`src/rocsel_params.svh`:
```
/*
 * Register offsets, field positions, codes and timing constants of the reclocker
 * output and rate control block.
 * Assumes inclusion by bare name from the design files.
 */
`ifndef ROCSEL_PARAMS_SVH
`define ROCSEL_PARAMS_SVH

// ==========================================================
// Register offsets
`define ROC_REG_RATE_STATUS   8'h03
`define ROC_REG_PIN_OVR       8'h09
`define ROC_REG_OUT_FUNC      8'h12
`define ROC_REG_MUTE_LEVEL    8'h14
`define ROC_REG_RATE_VAL      8'h1C
`define ROC_REG_RATE_OVR      8'h1D
`define ROC_REG_MAN_SEL       8'h1E
`define ROC_REG_REF_STATUS    8'h41

// ==========================================================
// Field positions
`define ROC_BIT_CLK_EN        0
`define ROC_BIT_MUTE          1
`define ROC_BIT_BYPASS        2
`define ROC_BIT_MAN_OVR       5
`define ROC_BIT_MUTE_HIGH     7
`define ROC_BIT_RATE_OVR      0
`define ROC_BIT_FRAC          2
`define ROC_BIT_REF_DET       3
`define ROC_SEL_A_HI          6
`define ROC_SEL_A_LO          5
`define ROC_SEL_B_HI          4
`define ROC_SEL_B_LO          3
`define ROC_RATE_HI           7
`define ROC_RATE_LO           5

// ==========================================================
// Reset values
`define ROC_RST_OUT_FUNC      8'h02
`define ROC_RST_ZERO          8'h00

// ==========================================================
// Locked rate codes
`define ROC_RC_125            3'h0
`define ROC_RC_270            3'h1
`define ROC_RC_HD_FRAC        3'h2
`define ROC_RC_HD             3'h3
`define ROC_RC_3G_FRAC        3'h4
`define ROC_RC_3G             3'h5
`define ROC_RC_UNLOCKED       3'h7

// ==========================================================
// Allowed rate choices
`define ROC_AR_AUTO           2'h0
`define ROC_AR_SD             2'h1
`define ROC_AR_HD3G           2'h2
`define ROC_AR_MADI           2'h3

// ==========================================================
// Reference detection timing
`define ROC_CLK_MHZ           50
`define ROC_REF_WINDOW_US     2
`define ROC_REF_WINDOW_CYC    (`ROC_REF_WINDOW_US * `ROC_CLK_MHZ)
`define ROC_REF_MIN_EDGES     8'h10

`endif

```
`src/rocsel_pkg.sv`:
```
/*
 * Types shared by the reclocker output and rate control modules.
 * Assumes rocsel_params.svh is available for constants.
 */
package rocsel_pkg;
    // Source carried by one serial output
    typedef enum logic [1:0] {
        ROCSEL_SRC_MUTE  = 2'h0,
        ROCSEL_SRC_RECLK = 2'h1,
        ROCSEL_SRC_BYP   = 2'h3,
        ROCSEL_SRC_CLK   = 2'h2
    } rocsel_src_t;

    // Reference detector state
    typedef enum logic [1:0] {
        ROCSEL_REF_IDLE  = 2'h0,
        ROCSEL_REF_COUNT = 2'h1,
        ROCSEL_REF_JUDGE = 2'h3
    } rocsel_ref_t;
endpackage : rocsel_pkg

```
`src/rocsel_sel_if.sv`:
```
/*
 * Carrier for output selection words between the control core and the
 * two-entry selection buffer.
 * Assumes both ends share mclk_i.
 */
`timescale 1ns/1ps
interface rocsel_sel_if;
    logic                 valid;   // Word offered
    logic                 ready;   // Word accepted
    rocsel_pkg::rocsel_src_t src_a; // Source of output a
    rocsel_pkg::rocsel_src_t src_b; // Source of output b
    logic                 mute_hi; // Muted level

    modport src (output valid, output src_a, output src_b, output mute_hi, input ready);
    modport snk (input valid, input src_a, input src_b, input mute_hi, output ready);
endinterface : rocsel_sel_if

```
`src/rocsel_core.sv`:
```
/*
 * Output selection, allowed rate choice and rate/reference status of a serial
 * video reclocker, with its register port.
 * Assumes register access arrives as a simple synchronous read/write port in
 * the serial register domain, already deserialised; recovered clock phase
 * marks reclk_edge_i are synchronous to mclk_i.
 */
`timescale 1ns/1ps
`include "rocsel_params.svh"
module rocsel_core #(
    parameter int REF_WIN = `ROC_REF_WINDOW_CYC
) (
    input  wire logic       mclk_i,
    input  wire logic       rstn_i,
    input  wire logic       reg_mode_i,
    input  wire logic       reg_wr_i,
    input  wire logic       reg_rd_i,
    input  wire logic [7:0] reg_addr_i,
    input  wire logic [7:0] reg_wdata_i,
    output logic [7:0]      reg_rdata_o,
    output logic            reg_rvalid_o,
    input  wire logic       bypass_pin_i,
    input  wire logic       mute_n_pin_i,
    input  wire logic       clock_out_enable_i,
    input  wire logic       rate_pin_low_i,
    input  wire logic       rate_pin_high_i,
    input  wire logic       enable_i,
    input  wire logic       cdr_locked_i,
    input  wire logic       rate_supported_i,
    input  wire logic [2:0] cdr_rate_i,
    input  wire logic       reclk_edge_i,
    input  wire logic       reference_input_i,
    input  wire logic       sd_reclk_i,
    input  wire logic       sd_byp_i,
    input  wire logic       rec_clk_i,
    output logic [1:0]      allowed_rate_o,
    output logic            lock_detect_o,
    output logic            standard_def_indicator_o,
    output logic            reference_output_o,
    output logic            drivers_on_o,
    output logic            serial_out_a_o,
    output logic            serial_out_b_o
);
    // ==========================================================
    // Registers
    logic [7:0] out_func;      // output_function_control
    logic [7:0] pin_ovr;       // pin_override_control
    logic [7:0] mute_lvl;      // Holds the muted level bit
    logic [7:0] rate_val;      // rate_select_value
    logic [7:0] rate_ovr;      // rate_select_override
    logic [7:0] man_sel;       // output_manual_select
    logic [2:0] rate_code;     // Locked rate code
    logic       ref_present;   // reference_present
    logic       frac_flag;     // fractional_rate_flag

    // Write strobes
    wire wr_func = reg_wr_i && reg_mode_i && (reg_addr_i == `ROC_REG_OUT_FUNC);
    wire wr_povr = reg_wr_i && reg_mode_i && (reg_addr_i == `ROC_REG_PIN_OVR);
    wire wr_mlvl = reg_wr_i && reg_mode_i && (reg_addr_i == `ROC_REG_MUTE_LEVEL);
    wire wr_rval = reg_wr_i && reg_mode_i && (reg_addr_i == `ROC_REG_RATE_VAL);
    wire wr_rovr = reg_wr_i && reg_mode_i && (reg_addr_i == `ROC_REG_RATE_OVR);
    wire wr_msel = reg_wr_i && reg_mode_i && (reg_addr_i == `ROC_REG_MAN_SEL);

    // ==========================================================
    // Register writes; status registers take no write
    always_ff @(posedge mclk_i) begin
        if (!rstn_i) begin
            out_func <= `ROC_RST_OUT_FUNC;
            pin_ovr  <= `ROC_RST_ZERO;
            mute_lvl <= `ROC_RST_ZERO;
            rate_val <= `ROC_RST_ZERO;
            rate_ovr <= `ROC_RST_ZERO;
            man_sel  <= `ROC_RST_ZERO;
        end else begin
            if (wr_func) out_func <= reg_wdata_i;
            if (wr_povr) pin_ovr  <= reg_wdata_i;
            if (wr_mlvl) mute_lvl <= reg_wdata_i;
            if (wr_rval) rate_val <= reg_wdata_i;
            if (wr_rovr) rate_ovr <= reg_wdata_i;
            if (wr_msel) man_sel  <= reg_wdata_i;
        end
    end

    // ==========================================================
    // Read mux, unmapped reads as zero
    logic [7:0] rd_mux;
    always_comb begin
        unique case (reg_addr_i)
            `ROC_REG_RATE_STATUS: rd_mux = {rate_code, 5'h00};
            `ROC_REG_PIN_OVR:     rd_mux = pin_ovr;
            `ROC_REG_OUT_FUNC:    rd_mux = out_func;
            `ROC_REG_MUTE_LEVEL:  rd_mux = mute_lvl;
            `ROC_REG_RATE_VAL:    rd_mux = rate_val;
            `ROC_REG_RATE_OVR:    rd_mux = rate_ovr;
            `ROC_REG_MAN_SEL:     rd_mux = man_sel;
            `ROC_REG_REF_STATUS:  rd_mux = {4'h0, ref_present, frac_flag, 2'h0};
            default:              rd_mux = 8'h00;
        endcase
    end

    // Read data registered, answer one cycle after the strobe
    always_ff @(posedge mclk_i) begin
        if (!rstn_i) begin
            reg_rdata_o  <= 8'h00;
            reg_rvalid_o <= 1'b0;
        end else begin
            reg_rvalid_o <= reg_rd_i && reg_mode_i;
            if (reg_rd_i && reg_mode_i) reg_rdata_o <= rd_mux;
        end
    end

    // ==========================================================
    // Allowed rate choice
    wire [1:0] pin_rate = {rate_pin_high_i, rate_pin_low_i};
    wire       use_rreg = reg_mode_i && rate_ovr[`ROC_BIT_RATE_OVR];
    assign allowed_rate_o = use_rreg ? rate_val[1:0] : pin_rate;

    // ==========================================================
    // Effective controls; pin mute is active low, register bit likewise
    wire bypass_c = reg_mode_i ? out_func[`ROC_BIT_BYPASS] : bypass_pin_i;
    wire mute_n_c = reg_mode_i ? out_func[`ROC_BIT_MUTE]   : mute_n_pin_i;
    wire clk_en_c = reg_mode_i ? out_func[`ROC_BIT_CLK_EN] : clock_out_enable_i;
    wire manual   = reg_mode_i && pin_ovr[`ROC_BIT_MAN_OVR];

    // Lock is never shown while bypass is in force or rate unsupported
    assign lock_detect_o = cdr_locked_i && rate_supported_i && !bypass_c && enable_i;
    wire   lk = lock_detect_o;

    // Decode of the output a selector
    function automatic rocsel_pkg::rocsel_src_t dec_a(input logic [1:0] s, input logic l);
        unique case (s)
            2'h1:    dec_a = rocsel_pkg::ROCSEL_SRC_BYP;
            2'h2:    dec_a = rocsel_pkg::ROCSEL_SRC_MUTE;
            default: dec_a = l ? rocsel_pkg::ROCSEL_SRC_RECLK : rocsel_pkg::ROCSEL_SRC_BYP;
        endcase
    endfunction : dec_a

    // Decode of the output b selector
    function automatic rocsel_pkg::rocsel_src_t dec_b(input logic [1:0] s, input logic l);
        unique case (s)
            2'h0: dec_b = l ? rocsel_pkg::ROCSEL_SRC_CLK : rocsel_pkg::ROCSEL_SRC_MUTE;
            2'h1: dec_b = l ? rocsel_pkg::ROCSEL_SRC_RECLK : rocsel_pkg::ROCSEL_SRC_BYP;
            2'h2: dec_b = rocsel_pkg::ROCSEL_SRC_MUTE;
            2'h3: dec_b = rocsel_pkg::ROCSEL_SRC_BYP;
        endcase
    endfunction : dec_b

    // Combined mapping: mute over all, else lock picks reclocked or bypass; b with clock enable picks clock or mute
    wire rocsel_pkg::rocsel_src_t comb_a = !mute_n_c ? rocsel_pkg::ROCSEL_SRC_MUTE :
        (lk ? rocsel_pkg::ROCSEL_SRC_RECLK : rocsel_pkg::ROCSEL_SRC_BYP);
    wire rocsel_pkg::rocsel_src_t comb_b = !mute_n_c ? rocsel_pkg::ROCSEL_SRC_MUTE :
        (clk_en_c ? (lk ? rocsel_pkg::ROCSEL_SRC_CLK : rocsel_pkg::ROCSEL_SRC_MUTE) :
                    (lk ? rocsel_pkg::ROCSEL_SRC_RECLK : rocsel_pkg::ROCSEL_SRC_BYP));

    // Manual path; bypass bit clears lock so clock falls to mute as well
    wire rocsel_pkg::rocsel_src_t man_a = dec_a(man_sel[`ROC_SEL_A_HI:`ROC_SEL_A_LO], lk);
    wire rocsel_pkg::rocsel_src_t man_b = dec_b(man_sel[`ROC_SEL_B_HI:`ROC_SEL_B_LO], lk);
    wire rocsel_pkg::rocsel_src_t frc_a =
        (bypass_c && man_a != rocsel_pkg::ROCSEL_SRC_MUTE) ? rocsel_pkg::ROCSEL_SRC_BYP : man_a;
    wire rocsel_pkg::rocsel_src_t frc_b =
        (bypass_c && man_b == rocsel_pkg::ROCSEL_SRC_RECLK) ? rocsel_pkg::ROCSEL_SRC_BYP : man_b;

    wire rocsel_pkg::rocsel_src_t want_a = manual ? frc_a : comb_a;
    wire rocsel_pkg::rocsel_src_t want_b = manual ? frc_b : comb_b;
    wire                          want_h = mute_lvl[`ROC_BIT_MUTE_HIGH];

    // ==========================================================
    // Selection words pass a two-entry buffer; offered only on change so a
    // slow recovered clock cannot drop a late setting
    rocsel_sel_if sel_if ();
    logic [4:0] last_word;   // Last word pushed
    wire  [4:0] want_word = {want_h, want_a, want_b};
    assign sel_if.valid   = (want_word != last_word);
    assign sel_if.src_a   = want_a;
    assign sel_if.src_b   = want_b;
    assign sel_if.mute_hi = want_h;

    always_ff @(posedge mclk_i) begin
        if (!rstn_i) last_word <= 5'h00;
        else if (sel_if.valid && sel_if.ready) last_word <= want_word;
    end

    logic                    buf_avail;
    rocsel_pkg::rocsel_src_t buf_a;
    rocsel_pkg::rocsel_src_t buf_b;
    logic                    buf_h;

    rocsel_skid #(.DEPTH(2)) u_skid (
        .mclk_i    (mclk_i),
        .rstn_i    (rstn_i),
        .in_if     (sel_if),
        .take_i    (reclk_edge_i),
        .avail_o   (buf_avail),
        .src_a_o   (buf_a),
        .src_b_o   (buf_b),
        .mute_hi_o (buf_h)
    );

    // Applied selection, updated only on a recovered clock boundary
    rocsel_pkg::rocsel_src_t cur_a;
    rocsel_pkg::rocsel_src_t cur_b;
    logic                    cur_h;
    always_ff @(posedge mclk_i) begin
        if (!rstn_i) begin
            cur_a <= rocsel_pkg::ROCSEL_SRC_MUTE;
            cur_b <= rocsel_pkg::ROCSEL_SRC_MUTE;
            cur_h <= 1'b0;
        end else if (buf_avail && reclk_edge_i) begin
            cur_a <= buf_a;
            cur_b <= buf_b;
            cur_h <= buf_h;
        end
    end

    // Per-output source mux, muted level per control bit
    function automatic logic pick(input rocsel_pkg::rocsel_src_t s, input logic r,
                                  input logic b, input logic c, input logic h);
        unique case (s)
            rocsel_pkg::ROCSEL_SRC_RECLK: pick = r;
            rocsel_pkg::ROCSEL_SRC_BYP:   pick = b;
            rocsel_pkg::ROCSEL_SRC_CLK:   pick = c;
            rocsel_pkg::ROCSEL_SRC_MUTE:  pick = h;
        endcase
    endfunction : pick

    assign drivers_on_o   = enable_i;
    assign serial_out_a_o = enable_i && pick(cur_a, sd_reclk_i, sd_byp_i, rec_clk_i, cur_h);
    assign serial_out_b_o = enable_i && pick(cur_b, sd_reclk_i, sd_byp_i, rec_clk_i, cur_h);

    // ==========================================================
    // Reference forwarding stays active while disabled
    assign reference_output_o = reference_input_i;

    // Reference detector: count rising edges in a fixed window
    rocsel_pkg::rocsel_ref_t ref_st;
    logic [15:0] win_cnt;   // Window timer
    logic [7:0]  edge_cnt;  // Edges seen in window
    logic        ref_q;     // Last reference level
    always_ff @(posedge mclk_i) begin
        if (!rstn_i) begin
            ref_st      <= rocsel_pkg::ROCSEL_REF_IDLE;
            win_cnt     <= 16'h0000;
            edge_cnt    <= 8'h00;
            ref_q       <= 1'b0;
            ref_present <= 1'b0;
        end else begin
            ref_q <= reference_input_i;
            unique case (ref_st)
                rocsel_pkg::ROCSEL_REF_IDLE: begin
                    win_cnt  <= 16'h0000;
                    edge_cnt <= 8'h00;
                    ref_st   <= rocsel_pkg::ROCSEL_REF_COUNT;
                end
                rocsel_pkg::ROCSEL_REF_COUNT: begin
                    win_cnt <= win_cnt + 16'h0001;
                    if (reference_input_i && !ref_q && edge_cnt != 8'hFF) begin
                        edge_cnt <= edge_cnt + 8'h01;
                    end
                    if (win_cnt == 16'(REF_WIN - 1)) ref_st <= rocsel_pkg::ROCSEL_REF_JUDGE;
                end
                rocsel_pkg::ROCSEL_REF_JUDGE: begin
                    ref_present <= (edge_cnt >= `ROC_REF_MIN_EDGES);
                    ref_st      <= rocsel_pkg::ROCSEL_REF_IDLE;
                end
                default: ref_st <= rocsel_pkg::ROCSEL_REF_IDLE;
            endcase
        end
    end

    // ==========================================================
    // Rate status; fractional codes fold to integer ones without reference
    wire [2:0] fold = (cdr_rate_i == `ROC_RC_HD_FRAC) ? `ROC_RC_HD :
                      (cdr_rate_i == `ROC_RC_3G_FRAC) ? `ROC_RC_3G : cdr_rate_i;
    wire [2:0] next_rate = !lk ? `ROC_RC_UNLOCKED :
                           (ref_present ? cdr_rate_i : fold);
    wire next_frac = ref_present && lk &&
                     (cdr_rate_i == `ROC_RC_HD_FRAC || cdr_rate_i == `ROC_RC_3G_FRAC);

    always_ff @(posedge mclk_i) begin
        if (!rstn_i) begin
            rate_code <= `ROC_RC_UNLOCKED;
            frac_flag <= 1'b0;
            standard_def_indicator_o <= 1'b0;
        end else begin
            rate_code <= next_rate;
            frac_flag <= next_frac;
            standard_def_indicator_o <= lk && (cdr_rate_i == `ROC_RC_270);
        end
    end

    // ==========================================================
    // Checks
    chk_sd_unlock_low: assert property (@(posedge mclk_i) disable iff (!rstn_i)
        !lk |=> !standard_def_indicator_o) else $error("indicator high while unlocked");
    chk_rate_unlock: assert property (@(posedge mclk_i) disable iff (!rstn_i)
        !lk |=> rate_code == `ROC_RC_UNLOCKED) else $error("rate not unlocked");
    chk_noref_frac: assert property (@(posedge mclk_i) disable iff (!rstn_i)
        !ref_present |=> rate_code != `ROC_RC_HD_FRAC &&
        rate_code != `ROC_RC_3G_FRAC) else $error("frac code no ref");
    chk_frac_flag: assert property (@(posedge mclk_i) disable iff (!rstn_i)
        frac_flag |-> $past(ref_present)) else $error("frac flag without ref");
    chk_bypass_nolock: assert property (@(posedge mclk_i) disable iff (!rstn_i)
        bypass_c |-> !lock_detect_o) else $error("lock during bypass");
    chk_rate_pins: assert property (@(posedge mclk_i) disable iff (!rstn_i)
        !use_rreg |-> allowed_rate_o == pin_rate) else $error("rate pins ignored");
    chk_sel_boundary: assert property (@(posedge mclk_i) disable iff (!rstn_i)
        !$past(reclk_edge_i) |-> $stable(cur_a) && $stable(cur_b)) else $error("glitch switch");
    chk_mute_pin: assert property (@(posedge mclk_i) disable iff (!rstn_i)
        !reg_mode_i && !mute_n_pin_i |-> want_a == rocsel_pkg::ROCSEL_SRC_MUTE &&
        want_b == rocsel_pkg::ROCSEL_SRC_MUTE) else $error("pin mute failed");
    chk_disable_out: assert property (@(posedge mclk_i) disable iff (!rstn_i)
        !enable_i |-> !serial_out_a_o && !serial_out_b_o) else $error("driver on disabled");

    cov_manual: cover property (@(posedge mclk_i) manual && lk);
    cov_ref: cover property (@(posedge mclk_i) $rose(ref_present));
    cov_clk_b: cover property (@(posedge mclk_i) cur_b == rocsel_pkg::ROCSEL_SRC_CLK);
    cov_rovr: cover property (@(posedge mclk_i) use_rreg);
endmodule : rocsel_core

```
`src/rocsel_skid.sv`:
```
/*
 * Two-entry buffer for output selection words.
 * Assumes one clock; drain side may stall via take_i.
 */
`timescale 1ns/1ps
module rocsel_skid #(
    parameter int DEPTH = 2
) (
    input  wire logic                    mclk_i,
    input  wire logic                    rstn_i,
    rocsel_sel_if.snk                    in_if,
    input  wire logic                    take_i,
    output logic                         avail_o,
    output rocsel_pkg::rocsel_src_t      src_a_o,
    output rocsel_pkg::rocsel_src_t      src_b_o,
    output logic                         mute_hi_o
);
    // ==========================================================
    // Storage
    logic [4:0] mem [DEPTH];  // Packed word: mute_hi, src_a, src_b
    logic       wptr;         // Write index
    logic       rptr;         // Read index
    logic [1:0] fill;         // Entries held
    wire        push = in_if.valid && in_if.ready;
    wire        pop  = avail_o && take_i;

    assign in_if.ready = (fill != 2'(DEPTH));
    assign avail_o     = (fill != 2'h0);
    assign mute_hi_o   = mem[rptr][4];
    assign src_a_o     = rocsel_pkg::rocsel_src_t'(mem[rptr][3:2]);
    assign src_b_o     = rocsel_pkg::rocsel_src_t'(mem[rptr][1:0]);

    // ==========================================================
    // Pointer and fill update
    always_ff @(posedge mclk_i) begin
        if (!rstn_i) begin
            wptr <= 1'b0;
            rptr <= 1'b0;
            fill <= 2'h0;
            mem[0] <= 5'h00;
            mem[1] <= 5'h00;
        end else begin
            if (push) begin
                mem[wptr] <= {in_if.mute_hi, in_if.src_a, in_if.src_b};
                wptr      <= ~wptr;
            end
            if (pop) begin
                rptr <= ~rptr;
            end
            fill <= fill + 2'(push) - 2'(pop);
        end
    end

    chk_no_overfill: assert property (@(posedge mclk_i) disable iff (!rstn_i)
        fill <= 2'(DEPTH)) else $error("buffer overfilled");
endmodule : rocsel_skid

```
`config.mk`:
```
export PLATFORM = sky130hd
export DESIGN_NAME = rocsel_core
export DESIGN_NICKNAME = d
export VERILOG_FILES = /design/src/rocsel_pkg.sv /design/src/rocsel_sel_if.sv /design/src/rocsel_core.sv /design/src/rocsel_skid.sv
export VERILOG_INCLUDE_DIRS = /design/src
export SDC_FILE = /design/constraint.sdc
export NUM_CORES = 1
export LEC_CHECK = 0
export BUFFER_PORTS_ARGS = -buffer_cell sky130_fd_sc_hd__buf_2
export CORE_ASPECT_RATIO = 0.8
export CORE_MARGIN = 1.5
export CORE_UTILIZATION = 43
export CTS_CLUSTER_SIZE = 40
export DETAILED_ROUTE_END_ITERATION = 12
export PLACE_DENSITY = 0.62
export SYNTH_ARGS = -nofsm -noshare
export SYNTH_HDL_FRONTEND = slang
export SYNTH_SLANG_ARGS = --single-unit
```
`constraint.sdc`:
```
create_clock -name mclk_i -period 2.9 [get_ports mclk_i]
set_input_delay 0.58 -clock mclk_i [delete_from_list [all_inputs] [get_ports mclk_i]]
set_output_delay 0.58 -clock mclk_i [all_outputs]
set_load 0.01 [all_outputs]
```
==> impl_metrics.json <==
{
  "outcome": "completed",
  "nets": 686,
  "ant_nets": 0,
  "die_x_um": 129,
  "fp-row-count": 36,
  "place_hpwl_um": 9170,
  "netlist_instances": 584,
  "leakagePower_nw": 2.61,
  "synth_top_family_by_area": "simple AND/OR/NAND/NOR gates",
  "setup_slack_ns": 0.339,
  "max_cap_viol_count": 0,
  "drv_slew": 0,
  "drc": 0,
  "antenna_found_initial": 0,
  "vias": 4436,
  "synth_compound_area_frac": 0.117,
  "required_ns": 3.07,
  "critPathArrivalTime_ns": 2.73,
  "rsz0062_at_grt": "false",
  "holdWs_ns": 0.371,
  "die_y_um": 104,
  "p_per_area_nw_per_um2": 659,
  "worst_pin_slew_ns": 0.779,
  "async_flop_share": 0,
  "power_frac_comb": 0.128,
  "ys_seq_area_frac": 0.438,
  "synth_edf_count": 10,
  "cts_tree": "done",
  "synthDistinctLibCells": 62,
  "min_period_ns": 2.56,
  "clock_sinks": 114,
  "sw_frac_of_total": 0.253,
  "skew_ns": 0.00840,
  "post_cts_resize_count": 0,
  "clockBufferDepth": 2,
  "grt_max_degree": 41,
  "yosys-top-cells-area": "dfxtp_1, mux2i_1, nor2_1",
  "worstPathMaxFanout": 14,
  "synthesis.nets": 629,
  "synth.cell_area_um2": 5440,
  "drt-initial-drc-count": 339,
  "min_period_over_period": 0.883,
  "area_growth_syn_to_layout_pct": 18.8,
  "holdPathStages": 2,
  "grt_pass1_vias": 4253,
  "nFillCells": 1143,
  "synthSimpleGateAreaFrac": 0.205,
  "drive_gt1_frac": 0.182,
  "synthAdderAreaFrac": 0.0203,
  "synth_mux_area_frac": 0.139,
  "clkLatencyLatePin_ns": 0.40,
  "synth_area_leader_cell": "dfxtp_1",
  "die-area_um2": 13300,
  "p_total_mw": 4.26,
  "worst_ir_drop_vdd_v": 0.000371,
  "path_class": "reg2reg",
  "ys_ff_latch": 114,
  "ys.flop_type": "dfxtp_1",
  "critPathLaunchType": "flip-flop",
  "setup_viol": 0,
  "cts_hold_buf": 0,
  "yosys_warnings": 0,
  "worstHoldPathType": "in2reg",
  "h-tree-depth": 4,
  "wl_um": 12900,
  "syn_avg_cell_area_um2": 9.31,
  "start_util": 0.444,
  "n_antenna_cell": 0,
  "yosys.area.top_type_share": 0.383,
  "ios": 54,
  "grt_pass1_wl_um": 21100,
  "portBuffers": 53,
  "synth_xor_area_frac": 0.0403,
  "maxSlewHeadroom": 0.477,
  "grt_util_all_layers": 0.202,
  "hold_violations": 0,
  "dp_slack_ns": 0.00594,
  "end_kind": "flip-flop",
  "ff2ff_path_depth": 10,
  "firstDrtPassIters": 5,
  "post_cts_buffers": 0,
  "place_congestion": 0.847,
  "clkPwrFrac": 0.453,
  "vias_per_cell": 5.38,
  "path_clk_slew_ns": 0.05,
  "routedWlPerCell_um": 15.6,
  "p_seq_frac": 0.419,
  "fin_tns_setup_ns": 0,
  "gr-total-overflow": 0,
  "core_area_um2": 12300,
  "power_switching_mw": 1.08,
  "cts_buffers": 17,
  "root_buffer": "clkbuf_16",
  "internal_power_mw": 3.18,
  "fmax_mhz": 390
}
-- kinds of logic after synthesis --
family / count (synthesis)
AO/OA/AOI/OAI: 88
XOR/XNOR: 25
adder cells (fa/ha/maj): 9
buffers and inverters: 49
flip-flops: 114
multiplexers: 72
AND/OR/NAND/NOR: 227
-- sequential cells by signal, summed over array words and instances (netlist names), 3 cells and up --
register	flops
edge_cnt	8
pin_ovr	8
rate_code	3
rate_ovr	8
out_func	8
u_skid.mem	10
mute_lvl	8
reg_rdata_o	8
rate_val	8
man_sel	8
last_word	5
win_cnt	16
-- power by group through the flow --
stage	clock (mW)	sequential [mW]	combinational [mW]
after floorplan	0	1.78	0.409
after global routing	2.05	1.79	0.605
after detailed placement	0	1.82	0.537
after global placement	0	1.81	0.523
after CTS	1.96	1.78	0.551
final	1.93	1.78	0.546
-- synthesized netlist by cell type, types with 3 or more instances --
library cell,n
nor2b_1,6
mux2_2,3
xnor2_1,9
o22ai_1,8
a21oi_1,22
and4_1,3
and3_1,7
nor2_1,89
nand2b_1,9
mux2i_1,66
a211oi_1,6
nor4_1,8
a22oi_1,11
nor3b_1,5
nand4b_1,3
or3_1,12
o21ai_0,9
inv_1,12
nand3_1,15
dfxtp_1,104
a2bb2oi_1,8
nand2_1,38
edfxtp_1,10
ha_1,8
clkbuf_1,21
xor2_1,16
a222oi_1,3
nor3_1,13
nand4_1,7
and2_1,4
buf_2,8
-- metal layers --
| metal | up-vias | part of all wire | wire, um | global-route usage |
|---|---|---|---|---|
| li1 | 2198 | - | - | - |
| met1 | 2127 | 0.48 | 6260 | 0.268 |
| met2 | 102 | 0.46 | 5990 | 0.324 |
| met3 | 9 | 0.044 | 564 | 0.0491 |
| met4 | 0 | 0.0074 | 95 | 0.0634 |
| met5 | - | 0 | 0 | 0 |
-- path summary, 6_finish.rpt --
| check | slack [ns] | start | to |
|---|---|---|---|
| worst min register to register | 0.45 | reg_rdata_o[5] | reg_rdata_o[5] |
| worst max-delay path | 0.34 | man_sel[5] | u_skid.mem[0][3] |
| worst min-delay path | 0.37 | cdr_rate_i[0] | frac_flag |
| worst max register to register | 0.34 | man_sel[5] | u_skid.mem[0][3] |
-- critical path, stage by stage (launching register included) --
cell       delay, ns
dfxtp_1         0.42
inv_1           0.09
ha_1            0.30
nand2_1         0.05
a31oi_1         0.32
a31o_1          0.21
o2111ai_2       0.16
o31ai_4         0.27
buf_4           0.26
o21ai_1         0.07
buf_4           0.17
-- final cells by class --
class	instances	area (um2)	area share
well taps	171	214	0.0331
flip-flops and latches	114	2380	0.369
multi-input cells	421	2830	0.439
clock buffers	23	510	0.0790
repair buffers	72	408	0.0632
inverters	15	58.8	0.00911
clock inverters	9	51.3	0.00794
-- cells in the final DEF (no fill, tap or decap), drive strengths merged, types with 9 or more instances in the layout --
master and count:
a21oi 22, a22oi 11, buf 72, clkbuf 23, dfxtp 104, edfxtp 10, inv 15, mux2i 66
nand2 38, nand2b 9, nand3 15, nor2 89, nor3 13, o21ai 11, or3 12, xnor2 9
xor2 16
-- metrics by stage --
step,cells,utilization,area (um2)
final,825,0.527,6460
after global routing,825,0.527,6460
after CTS,825,0.527,6460
after detailed placement,793,0.481,5900
after global placement,793,0.481,5900
after floorplan,584,-,5440
Note: power is estimated with default switching activity, not from simulation.
